===== src/rtl/ppls_params.svh =====
`ifndef PPLS_PARAMS_SVH
`define PPLS_PARAMS_SVH

// ****************************************************************
// register offsets
// ****************************************************************
`define PPLS_OFS_LOCKOUT      16'h30e1
`define PPLS_OFS_SPLIT_PORT   16'h3c48
`define PPLS_OFS_SPLIT_GLOBAL 16'h4141
`define PPLS_OFS_SEL_P5       16'h416e
`define PPLS_OFS_SEL_P6       16'h416f
`define PPLS_OFS_OC_STATUS    16'h30f0

// ****************************************************************
// reset values and field positions
// ****************************************************************
`define PPLS_RST_LOCKOUT      8'h0a
`define PPLS_RST_ZERO         8'h00
`define PPLS_RST_SEL          8'h00
`define PPLS_BIT_GLOBAL_EN    0
`define PPLS_BIT_PORT5        5
`define PPLS_BIT_PORT6        6

// ****************************************************************
// pin select codes
// ****************************************************************
`define PPLS_SEL_P5_A         8'h42
`define PPLS_SEL_P5_B         8'h05
`define PPLS_SEL_P6_A         8'h06
`define PPLS_SEL_P6_B         8'h04

// ****************************************************************
// timing
// ****************************************************************
`define PPLS_CLK_PERIOD_NS    40
`define PPLS_LOCKOUT_UNIT_NS  1000000
`define PPLS_NUM_PORTS        6

`endif


===== src/rtl/ppls_pkg.sv =====
package ppls_pkg;

  // ****************************************************************
  // lockout state of one port
  // ****************************************************************
  typedef enum logic [1:0]
  {
    PPLS_OFF  = 2'b00,
    PPLS_LOCK = 2'b01,
    PPLS_ON   = 2'b10
  } ppls_lock_e;

  typedef logic [7:0] ppls_byte_t;

endpackage


===== src/rtl/ppls_lockout.sv =====
`timescale 1ns/10ps
`include "ppls_params.svh"

module ppls_lockout
(
  input  wire logic       clk,
  input  wire logic       rst_n,
  input  wire logic       ms_tick,
  input  wire logic [7:0] lockout_ms,
  input  wire logic       power_en,
  input  wire logic       pin_in,
  output      logic       pin_out,
  output      logic       pin_oe,
  output      logic       pin_pullup,
  output      logic       oc_detect
);

  ppls_pkg::ppls_lock_e state_q;
  ppls_pkg::ppls_lock_e state_d;
  logic [7:0]           cnt_q;
  logic [7:0]           cnt_d;
  logic                 pin_s1_q;
  logic                 pin_s2_q;
  logic                 oc_q;
  logic                 oc_d;

  // ****************************************************************
  // lockout state machine
  // ****************************************************************
  // lockout spans lockout_ms+1 ticks so the first partial ms never shortens it
  always_comb
  begin
    state_d = state_q;
    cnt_d   = cnt_q;
    case (state_q)
      ppls_pkg::PPLS_OFF:
      begin
        cnt_d = 8'h00;
        if (power_en)
          state_d = ppls_pkg::PPLS_LOCK;
      end
      ppls_pkg::PPLS_LOCK:
      begin
        if (!power_en)
          state_d = ppls_pkg::PPLS_OFF;
        else if (ms_tick && cnt_q == lockout_ms)
          state_d = ppls_pkg::PPLS_ON;
        else if (ms_tick)
          cnt_d = cnt_q + 8'h01;
      end
      ppls_pkg::PPLS_ON:
      begin
        if (!power_en)
          state_d = ppls_pkg::PPLS_OFF;
      end
      default:
      begin
        state_d = ppls_pkg::PPLS_OFF;
      end
    endcase
  end

  // low on the pin counts only once lockout is over
  always_comb
  begin
    oc_d = (state_q == ppls_pkg::PPLS_ON) && !pin_s2_q;
  end

  always_ff @(posedge clk)
  begin
    if (!rst_n)
    begin
      state_q  <= ppls_pkg::PPLS_OFF;
      cnt_q    <= 8'h00;
      pin_s1_q <= 1'b1;
      pin_s2_q <= 1'b1;
      oc_q     <= 1'b0;
    end
    else
    begin
      state_q  <= state_d;
      cnt_q    <= cnt_d;
      pin_s1_q <= pin_in;
      pin_s2_q <= pin_s1_q;
      oc_q     <= oc_d;
    end
  end

  // ****************************************************************
  // pin drive
  // ****************************************************************
  // off: drive low, pull-up off to save power; on: open drain sense
  assign pin_oe     = (state_q == ppls_pkg::PPLS_OFF);
  assign pin_out    = 1'b0;
  assign pin_pullup = (state_q != ppls_pkg::PPLS_OFF);
  assign oc_detect  = oc_q;
endmodule // ppls_lockout


===== src/rtl/ppls_top.sv =====
// Function
// - after power on, ignore overcurrent until the start lockout expires
// - lockout field is 8 bits, counted in whole milliseconds
// - lockout field resets to 0x0a, ten milliseconds
// - power off: drive pin low, pull-up off
// - power on: output driver off, pull-up on, open drain sensing
// - power on: low level on pin means overcurrent, poly fuse included
// - split only possible on downstream ports five and six
// - port pin keeps USB 2.0 power; reassigned GPIO drives USB 3.x power
// - no overcurrent sensing on the split power output
// - port5 uses GPIO66 or GPIO5; port6 uses GPIO6 or GPIO4
// - per-port enable: bit5 port5, bit6 port6, other bits reserved
// - global enable bit0, other bits reserved, resets to zero
`timescale 1ns/10ps
`include "ppls_params.svh"

module ppls_top
#(
  parameter int MS_CYCLES = `PPLS_LOCKOUT_UNIT_NS / `PPLS_CLK_PERIOD_NS
)
(
  input  wire logic       CLK_SYS,
  input  wire logic       RESET_N,
  input  wire logic [5:0] PORT_POWER_EN,
  input  wire logic [5:0] PORT_CTL_IN,
  output      logic [5:0] PORT_CTL_OUT,
  output      logic [5:0] PORT_CTL_OE,
  output      logic [5:0] PORT_CTL_PULLUP,
  output      logic [5:0] OVERCURRENT,
  input  wire logic       SS_POWER_EN_P5,
  input  wire logic       SS_POWER_EN_P6,
  output      logic       GPIO66_OUT,
  output      logic       GPIO66_OE,
  output      logic       GPIO6_OUT,
  output      logic       GPIO6_OE,
  output      logic       GPIO5_OUT,
  output      logic       GPIO5_OE,
  output      logic       GPIO4_OUT,
  output      logic       GPIO4_OE,
  input  wire logic [15:0] REG_ADDR,
  input  wire logic [7:0] REG_WDATA,
  input  wire logic       REG_WR,
  input  wire logic       REG_RD,
  output      logic [7:0] REG_RDATA
);

  ppls_pkg::ppls_byte_t lockout_q;
  ppls_pkg::ppls_byte_t lockout_d;
  logic [1:0]           port_en_q;
  logic [1:0]           port_en_d;
  logic                 glob_q;
  logic                 glob_d;
  ppls_pkg::ppls_byte_t sel5_q;
  ppls_pkg::ppls_byte_t sel5_d;
  ppls_pkg::ppls_byte_t sel6_q;
  ppls_pkg::ppls_byte_t sel6_d;
  ppls_pkg::ppls_byte_t rdata_q;
  ppls_pkg::ppls_byte_t rdata_d;
  logic [14:0]          div_q;
  logic [14:0]          div_d;
  logic                 ms_tick;
  logic [1:0]           pick5;
  logic [1:0]           pick6;
  logic [3:0]           gpio_out_q;
  logic [3:0]           gpio_out_d;
  logic [3:0]           gpio_oe_q;
  logic [3:0]           gpio_oe_d;

  // ****************************************************************
  // select decode
  // ****************************************************************
  // returns {option B, option A}; any other code leaves the pin unclaimed
  function automatic logic [1:0] pick_pin(input logic [7:0] sel, input logic [7:0] code_a,
                                          input logic [7:0] code_b);
    pick_pin = {sel == code_b, sel == code_a};
  endfunction

  assign pick5 = pick_pin(sel5_q, `PPLS_SEL_P5_A, `PPLS_SEL_P5_B);
  assign pick6 = pick_pin(sel6_q, `PPLS_SEL_P6_A, `PPLS_SEL_P6_B);

  // ****************************************************************
  // millisecond divider
  // ****************************************************************
  // one shared divider; per-port counters then only count ticks
  always_comb
  begin
    ms_tick = (div_q == 15'(MS_CYCLES - 1));
    div_d   = ms_tick ? 15'h0000 : div_q + 15'h0001;
  end

  // ****************************************************************
  // register file
  // ****************************************************************
  // writes land one edge after the strobe; reserved bits are never stored
  always_comb
  begin
    lockout_d = lockout_q;
    port_en_d = port_en_q;
    glob_d    = glob_q;
    sel5_d    = sel5_q;
    sel6_d    = sel6_q;
    rdata_d   = rdata_q;
    if (REG_WR)
    begin
      if (REG_ADDR == `PPLS_OFS_LOCKOUT)
        lockout_d = REG_WDATA;
      else if (REG_ADDR == `PPLS_OFS_SPLIT_PORT)
        port_en_d = {REG_WDATA[`PPLS_BIT_PORT6], REG_WDATA[`PPLS_BIT_PORT5]};
      else if (REG_ADDR == `PPLS_OFS_SPLIT_GLOBAL)
        glob_d = REG_WDATA[`PPLS_BIT_GLOBAL_EN];
      else if (REG_ADDR == `PPLS_OFS_SEL_P5)
        sel5_d = REG_WDATA;
      else if (REG_ADDR == `PPLS_OFS_SEL_P6)
        sel6_d = REG_WDATA;
    end
    if (REG_RD)
    begin
      rdata_d = `PPLS_RST_ZERO;
      if (REG_ADDR == `PPLS_OFS_LOCKOUT)
        rdata_d = lockout_q;
      else if (REG_ADDR == `PPLS_OFS_SPLIT_PORT)
      begin
        rdata_d[`PPLS_BIT_PORT5] = port_en_q[0];
        rdata_d[`PPLS_BIT_PORT6] = port_en_q[1];
      end
      else if (REG_ADDR == `PPLS_OFS_SPLIT_GLOBAL)
        rdata_d[`PPLS_BIT_GLOBAL_EN] = glob_q;
      else if (REG_ADDR == `PPLS_OFS_SEL_P5)
        rdata_d = sel5_q;
      else if (REG_ADDR == `PPLS_OFS_SEL_P6)
        rdata_d = sel6_q;
      else if (REG_ADDR == `PPLS_OFS_OC_STATUS)
        rdata_d = {2'b00, OVERCURRENT};
    end
  end

  // ****************************************************************
  // split power outputs
  // ****************************************************************
  // order {GPIO4, GPIO5, GPIO6, GPIO66}; pins are drive only, nothing sampled back
  always_comb
  begin
    gpio_oe_d  = {4{glob_q}} & {port_en_q[1] & pick6[1], port_en_q[0] & pick5[1],
                                port_en_q[1] & pick6[0], port_en_q[0] & pick5[0]};
    gpio_out_d = gpio_oe_d & {SS_POWER_EN_P6, SS_POWER_EN_P5, SS_POWER_EN_P6, SS_POWER_EN_P5};
  end

  always_ff @(posedge CLK_SYS)
  begin
    if (!RESET_N)
    begin
      lockout_q  <= `PPLS_RST_LOCKOUT;
      port_en_q  <= 2'b00;
      glob_q     <= 1'b0;
      sel5_q     <= `PPLS_RST_SEL;
      sel6_q     <= `PPLS_RST_SEL;
      rdata_q    <= `PPLS_RST_ZERO;
      div_q      <= 15'h0000;
      gpio_out_q <= 4'h0;
      gpio_oe_q  <= 4'h0;
    end
    else
    begin
      lockout_q  <= lockout_d;
      port_en_q  <= port_en_d;
      glob_q     <= glob_d;
      sel5_q     <= sel5_d;
      sel6_q     <= sel6_d;
      rdata_q    <= rdata_d;
      div_q      <= div_d;
      gpio_out_q <= gpio_out_d;
      gpio_oe_q  <= gpio_oe_d;
    end
  end

  assign REG_RDATA  = rdata_q;
  assign GPIO66_OUT = gpio_out_q[0];
  assign GPIO66_OE  = gpio_oe_q[0];
  assign GPIO6_OUT  = gpio_out_q[1];
  assign GPIO6_OE   = gpio_oe_q[1];
  assign GPIO5_OUT  = gpio_out_q[2];
  assign GPIO5_OE   = gpio_oe_q[2];
  assign GPIO4_OUT  = gpio_out_q[3];
  assign GPIO4_OE   = gpio_oe_q[3];

  // ****************************************************************
  // per-port power and sense
  // ****************************************************************
  // split ports keep this path unchanged for their USB 2.0 power
  genvar gi;
  generate
    for (gi = 0; gi < `PPLS_NUM_PORTS; gi++)
    begin : g_port
      ppls_lockout u_ppls_lockout
      (
        .clk        (CLK_SYS),
        .rst_n      (RESET_N),
        .ms_tick    (ms_tick),
        .lockout_ms (lockout_q),
        .power_en   (PORT_POWER_EN[gi]),
        .pin_in     (PORT_CTL_IN[gi]),
        .pin_out    (PORT_CTL_OUT[gi]),
        .pin_oe     (PORT_CTL_OE[gi]),
        .pin_pullup (PORT_CTL_PULLUP[gi]),
        .oc_detect  (OVERCURRENT[gi])
      );
    end
  endgenerate
endmodule // ppls_top


===== config.mk =====
export PLATFORM = sky130hd
export DESIGN_NAME = ppls_top
export DESIGN_NICKNAME = d
export VERILOG_FILES = /design/src/rtl/ppls_pkg.sv /design/src/rtl/ppls_lockout.sv /design/src/rtl/ppls_top.sv
export VERILOG_INCLUDE_DIRS = /design/src /design/src/rtl
export SDC_FILE = /design/constraint.sdc
export NUM_CORES = 1
export LEC_CHECK = 0
export BUFFER_PORTS_ARGS = -buffer_cell sky130_fd_sc_hd__buf_2
export CAP_MARGIN = 10
export CORE_MARGIN = 2
export CORE_UTILIZATION = 45
export CTS_BUF_LIST = sky130_fd_sc_hd__clkbuf_8
export DETAILED_ROUTE_END_ITERATION = 10
export PLACE_DENSITY = 0.75
export SLEW_MARGIN = 30
export SYNTH_ARGS = -nofsm -noshare
export SYNTH_HDL_FRONTEND = slang
export SYNTH_SLANG_ARGS = --single-unit

===== constraint.sdc =====
create_clock -name CLK_SYS -period 3 [get_ports CLK_SYS]
set_clock_uncertainty 0.15 [all_clocks]
set_input_delay 0.45 -clock CLK_SYS [delete_from_list [all_inputs] [get_ports CLK_SYS]]
set_output_delay 0.45 -clock CLK_SYS [all_outputs]
set_load 0.05 [all_outputs]

# After elaboration in Yosys (flattened, before gate mapping)
# Index checks and enable logic that the tools add are counted.
[totals]
regBits = 136
latch_bits = 0
ram_bits = 0
mem_bits_ro = 0
input_bits = 42
out_inout_bits = 40
wordCells = 239
mem_count = 0
[op_classes]
add_sub_neg = 7
mul = 0
div_mod_pow = 0
n_lt_le_gt_ge = 0
eq_ne = 65
shifts = 0
mux = 63
bitwise = 11
n_reduce_logical = 54
[ops]
columns = ["cell", "n"]
rows = [
  ["$mux W8", 21],
  ["$pmux W8 S2", 6],
  ["$ne A2 B2 Y1 const B", 29],
  ["$mux W2", 25],
  ["$add A8 B1 Y8 const B", 6],
  ["$eq A16 B14 Y1 const B", 3],
  ["$eq A16 B15 Y1 const B", 3],
  ["$eq A8 B8 Y1", 6],
  ["$pmux W2 S3", 6],
  ["$reduce_and A4 Y1", 7],
  ["$eq A8 B3 Y1 const B", 3],
  ["$reduce_bool A2 Y1", 12],
  ["$reduce_and A3 Y1", 7],
  ["$ne A3 B2 Y1 const B", 6],
  ["$add A15 B1 Y15 const B", 1],
  ["$eq A15 B15 Y1 const B", 1],
  ["$eq A2 B1 Y1 const B", 6],
  ["$eq A2 B2 Y1 const B", 6],
  ["$logic_and A1 B1 Y1", 12],
  ["$logic_not A2 Y1", 6],
  ["$and A4 B4 Y4", 2],
  ["$eq A8 B7 Y1 const B", 1],
  ["$mux W7", 1],
  ["$logic_not A1 Y1", 6],
  ["10 further kinds", 18],
]

# Longest topological paths before layout
[depth]
ltp_word = 7
mapped_depth = 8
mapped_depth_nobuf = 6

# Hierarchy
# From an unflattened synthesis, not the netlist that was laid out.
[unflattened]
cells_unflattened = 756
area_unflattened_um2 = 6839.1
[modules_own_cells]
columns = ["mod", "n_inst", "cells_per_inst", "area_each_um2", "seq_area_each_um2"]
rows = [
  ["ppls_lockout", 6, 78, 693.2, 260.2],
  ["ppls_top", 1, 288, 2680.1, 1161.1],
]

# Worst setup path after synthesis
# Ideal clock, no wire load.
[synth_timing]
path_kind = "input to register"
start = "in REG_ADDR[15]"
end = "reg sel6_q[0]"
setup_time_ps = 128
arrival_ps = 2238
required_ps = 2722
slack_ps = 485
path_stages = 6
n_path_buf = 1
cell_sequence = "or4_4 -> or4_4 -> buf_6 -> nor3_4 -> mux2i_1 -> nor2_1"
[synth_between]
elab_chain_len = 3
elab_cells_between_ends = 10
classes_between = "eq/ne (5); bitwise (4); reduce/logical (1)"
[synth_rtl]
columns = ["item", "line", "rtl"]
rows = [
  ["start, declared", "ppls_top.sv:40", "input wire logic [15:0] REG_ADDR,"],
  ["$eq A16 B15 Y1 (no source line) / $eq A16 B14 Y1 (equally long branches)", "--", ""],
  ["$not A1 Y1 (no source line)", "--", ""],
  ["$reduce_and A6 Y1 (no source line) *", "--", ""],
  ["end signal, assigned", "ppls_top.sv:156", "sel6_q <= `PPLS_RST_SEL;"],
  ["end signal, assigned", "ppls_top.sv:168", "sel6_q <= sel6_d;"],
  ["end, declared", "ppls_top.sv:55", "ppls_pkg::ppls_byte_t sel6_q;"],
]
# Mark *: on every way between the ends. The rest lies on a longest branch, timed or not.
# A chain may end at the register's enable or synchronous reset.

# Worst setup path after layout
[layout_timing]
start = "reg div_q[0]"
end = "reg g_port[5].u_ppls_lockout.cnt_q[4]"
[layout_between]
elab_chain_len = 4
elab_cells_between_ends = 5
classes_between = "eq/ne (3); reduce/logical (2)"
[layout_rtl]
columns = ["item", "line", "rtl"]
rows = [
  ["start, declared", "ppls_top.sv:59", "logic [14:0] div_q;"],
  ["start signal, assigned", "ppls_top.sv:170", "div_q <= div_d;"],
  ["$eq A15 B15 Y1 *", "ppls_top.sv:87", "ms_tick = (div_q == 15'(MS_CYCLES - 1));"],
  ["$logic_and A1 B1 Y1", "ppls_lockout.sv:46", "else if (ms_tick && cnt_q == lockout_ms)"],
  ["$ne A2 B2 Y1 (no source line)", "--", ""],
  ["$reduce_and A4 Y1 (no source line) *", "--", ""],
  ["end signal, assigned", "ppls_lockout.sv:82", "cnt_q <= cnt_d;"],
  ["end, declared", "ppls_lockout.sv:20", "logic [7:0] cnt_q;"],
]
# Marked as above.

==> results.sh <==
export IMPL_synth_simple_gate_area_share_pct=25.2
export IMPL_gp_congestion=0.913
export IMPL_clock_latency_ns=0.45
export IMPL_critical_path_required_ns=3.22
export IMPL_n_antenna_cell=0
export IMPL_antenna_found_initial=0
export IMPL_grt_pass1_vias=5639
export IMPL_yosysWarnings=0
export IMPL_wl_per_cell_um=15.9
export IMPL_synth_flop_cell="dfxtp_1"
export IMPL_die_width_um=128
export IMPL_synthMuxAreaShare_pct=3.21
export IMPL_cts_buffer_depth=2
export IMPL_syn_inst=812
export IMPL_vias=6060
export IMPL_ant_nets=0
export IMPL_cts_resized=0
export IMPL_grt_usage_pct=21.5
export IMPL_syn_avg_cell_area_um2=8.48
export IMPL_powerDensity_mw_per_mm2=490
export IMPL_finalWirelength_mm=17.0
export IMPL_rsz0062_at_grt="false"
export IMPL_use_met3_pct=3.96
export IMPL_vdd_ir_drop_max_v=0.000320
export IMPL_dieHeight_um=128
export IMPL_synth_fa_ha_area_share_pct=1.27
export IMPL_critical_path_class="reg -> reg"
export IMPL_cts_buffers=17
export IMPL_hold_viol=0
export IMPL_tightest_slew_ns=0.807
export IMPL_setup_viol=0
export IMPL_synth_seq_cells=136
export IMPL_synthToLayoutAreaGrowth_pct=13.1
export IMPL_gr_usage_met1_pct=28.2
export IMPL_slew_violations=0
export IMPL_finalCritPeriodShare_pct=91.3
export IMPL_relSlewSlack_pct=46.1
export IMPL_hold_buffers=0
export IMPL_synth_top_cell_area_share_pct=39.5
export IMPL_seqCellArea_mm2=0.00272
export IMPL_yosys_area_top_type="dfxtp_1"
export IMPL_synth_area_top_cells="dfxtp_1 (40%), xnor2_1 (4.7%), nand2_1 (4.7%)"
export IMPL_cts_sinks=136
export IMPL_route_detailed_drc=0
export IMPL_outcome="complete, no violations"
export IMPL_grt_ovfl_total=0
export IMPL_clk_pin_slew_worst_paths_ns=0.08
export IMPL_drv_cap=0
export IMPL_ys_types=56
export IMPL_synth_xor_area_share_pct=8.14
export IMPL_static_leakage_power_nw=2.87
export IMPL_setup_tns_final_ns=0
export IMPL_nets=915
export IMPL_hpwl_mm=12.2
export IMPL_hp_class="in -> reg"
export IMPL_end_kind="register"
export IMPL_cts_tree="yes"
export IMPL_arrival_ns=2.96
export IMPL_grt_start_max_net_pins=40
export IMPL_design_area_mm2=0.00779
export IMPL_cts_setup_buffers=0
export IMPL_p_total_w=0.00382
export IMPL_core_area_mm2=0.0151
export IMPL_dpl_cell_area_mm2=0.00733
export IMPL_dieArea_mm2=0.0163
export IMPL_start_kind="register"
export IMPL_num_rows=45
export IMPL_grtUsageMet2_pct=34.4
export IMPL_fillers=1423
export IMPL_drt_iter0_drc=530
export IMPL_multi_input_area_mm2=0.00370
export IMPL_ios=82
export IMPL_drive_gt1_share_pct=17.2
export IMPL_cts_root_buf="clkbuf_8"
export IMPL_top_usage_layer="met2"
export IMPL_synth_edf_count=0
export IMPL_first_pass_iters=5
export IMPL_post_route_min_period_ns=2.74
export IMPL_grt_pass1_wl_mm=28.0
export IMPL_synth_top_family_by_area="simple AND/OR/NAND/NOR gates"
export IMPL_synth_compound_area_share_pct=15.6
export IMPL_io_buffers=75
export IMPL_ys_async_sr_fraction_pct=0
export IMPL_via_per_inst=5.68
export IMPL_cp_max_fo=10
export IMPL_synth_area_mm2=0.00689
export IMPL_initial_utilization_pct=45.7
export IMPL_cts_htree_levels=4
export IMPL_synth_seq_area_share_pct=39.5
export IMPL_fmax_ghz=0.365
[worst max-delay path, cell delays in order, from the launching register on]
cell       delay, ns
dfxtp_1         0.36
ha_1            0.24
nor4bb_1        0.37
and4_1          0.56
o2111ai_1       0.26
buf_4           0.23
a2111o_1        0.40
o21ai_0         0.08
[final timing paths]
kind | from | endpoint | slack, ns | cells past startpoint
worst min-delay path | PORT_CTL_IN[1] | g_port[1].u_ppls_lockout.pin_s1_q | 0.03 | 2
worst max register to register | div_q[0] | g_port[5].u_ppls_lockout.cnt_q[4] | 0.26 | 7
worst max-delay path | div_q[0] | g_port[5].u_ppls_lockout.cnt_q[4] | 0.26 | 7
worst min register to register | g_port[1].u_ppls_lockout.pin_s2_q | g_port[1].u_ppls_lockout.oc_detect | 0.25 | 1
[cells by family after synthesis]
| kind of cell | after synthesis |
|---|---|
| other | 1 |
| AOI/OAI and AO/OA | 153 |
| DFF | 136 |
| buffers and inverters | 99 |
| muxes | 22 |
| and+or+nand+nor | 330 |
| xor gates and xnor gates | 64 |
| adders and majority gates | 7 |
[through the flow]
stage                     setup WS (ns)  instances  hold slack [ns]  utilization, %
after global placement            0.350       1035            0.230            48.6
after CTS                         0.267       1067          0.00677            51.7
after global routing             0.0853       1067          0.00600            51.7
after floorplan                   0.485        817            0.223               -
after detailed placement          0.306       1035            0.238            48.6
final                             0.262       1067           0.0285            51.7
[cell usage in the layout, fill, tap and decap left out, types with 14 or more instances in the layout]
cell / synthesis / layout
dfxtp_1: 136 / 136
nand2_1: 86 / 86
buf_2: 9 / 75
nand3_1: 61 / 61
a21oi_1: 50 / 50
nor2_1: 45 / 45
xnor2_1: 37 / 37
o21ai_0: 33 / 33
inv_1: 31 / 32
xor2_1: 27 / 27
a2111o_1: 23 / 23
buf_4: 24 / 23
nand4_1: 21 / 21
mux2i_1: 21 / 21
nand2b_1: 21 / 21
clkbuf_8: 0 / 18
and3_1: 16 / 16
or3_1: 15 / 15
o2111ai_1: 14 / 14
[layout make-up]
class,count,area share [%]
Clock buffer,18,3.18
Clock inverter,14,2.83
Inverter,31,1.49
Multi-Input combinational cell,582,47.5
Sequential cell,136,34.9
Tap cell,188,3.02
Timing Repair Buffer,98,7.03
[sequential cells by signal (all words and copies together), names as in the netlist]
signal / cells
REG_RDATA: 8
div_q: 15
g_port.u_ppls_lockout.cnt_q: 48
g_port.u_ppls_lockout.oc_detect: 6
g_port.u_ppls_lockout.pin_s1_q: 6
g_port.u_ppls_lockout.pin_s2_q: 6
g_port.u_ppls_lockout.state_q: 12
glob_q: 1
gpio_oe_q: 4
gpio_out_q: 4
lockout_q: 8
port_en_q: 2
sel5_q: 8
sel6_q: 8
[power by group]
group          switching, W  internal, W
registers         0.0000118      0.00182
clock network      0.000739      0.00102
logic              0.000169    0.0000605
total              0.000920      0.00290
[per-layer routing]
metal | up-vias | routed length (µm)
li1 | 3007 | -
met1 | 2855 | 7660
met2 | 171 | 8060
met3 | 27 | 844
met4 | 0 | 396
met5 | - | 0
[cells in the mapped netlist, types with 2 or more instances]
master       n
dfxtp_1    136
nand2_1     86
nand3_1     61
a21oi_1     50
nor2_1      45
xnor2_1     37
o21ai_0     33
clkbuf_1    31
inv_1       31
xor2_1      27
buf_4       24
a2111o_1    23
mux2i_1     21
nand2b_1    21
nand4_1     21
and3_1      16
or3_1       15
o2111ai_1   14
and2_1      10
nor3_1      10
buf_2        9
nor4_1       9
ha_1         7
or2_2        7
a222oi_1     6
a31oi_1      6
a311oi_1     4
nor4bb_1     4
a211oi_1     3
a21boi_0     3
and4_1       3
buf_1        3
nand4b_1     3
nor2b_1      3
or4b_2       3
a221oi_1     2
a31o_2       2
nand3b_1     2
or4_1        2
or4_2        2
or4_4        2
Note: power is estimated with default switching activity, not from simulation.
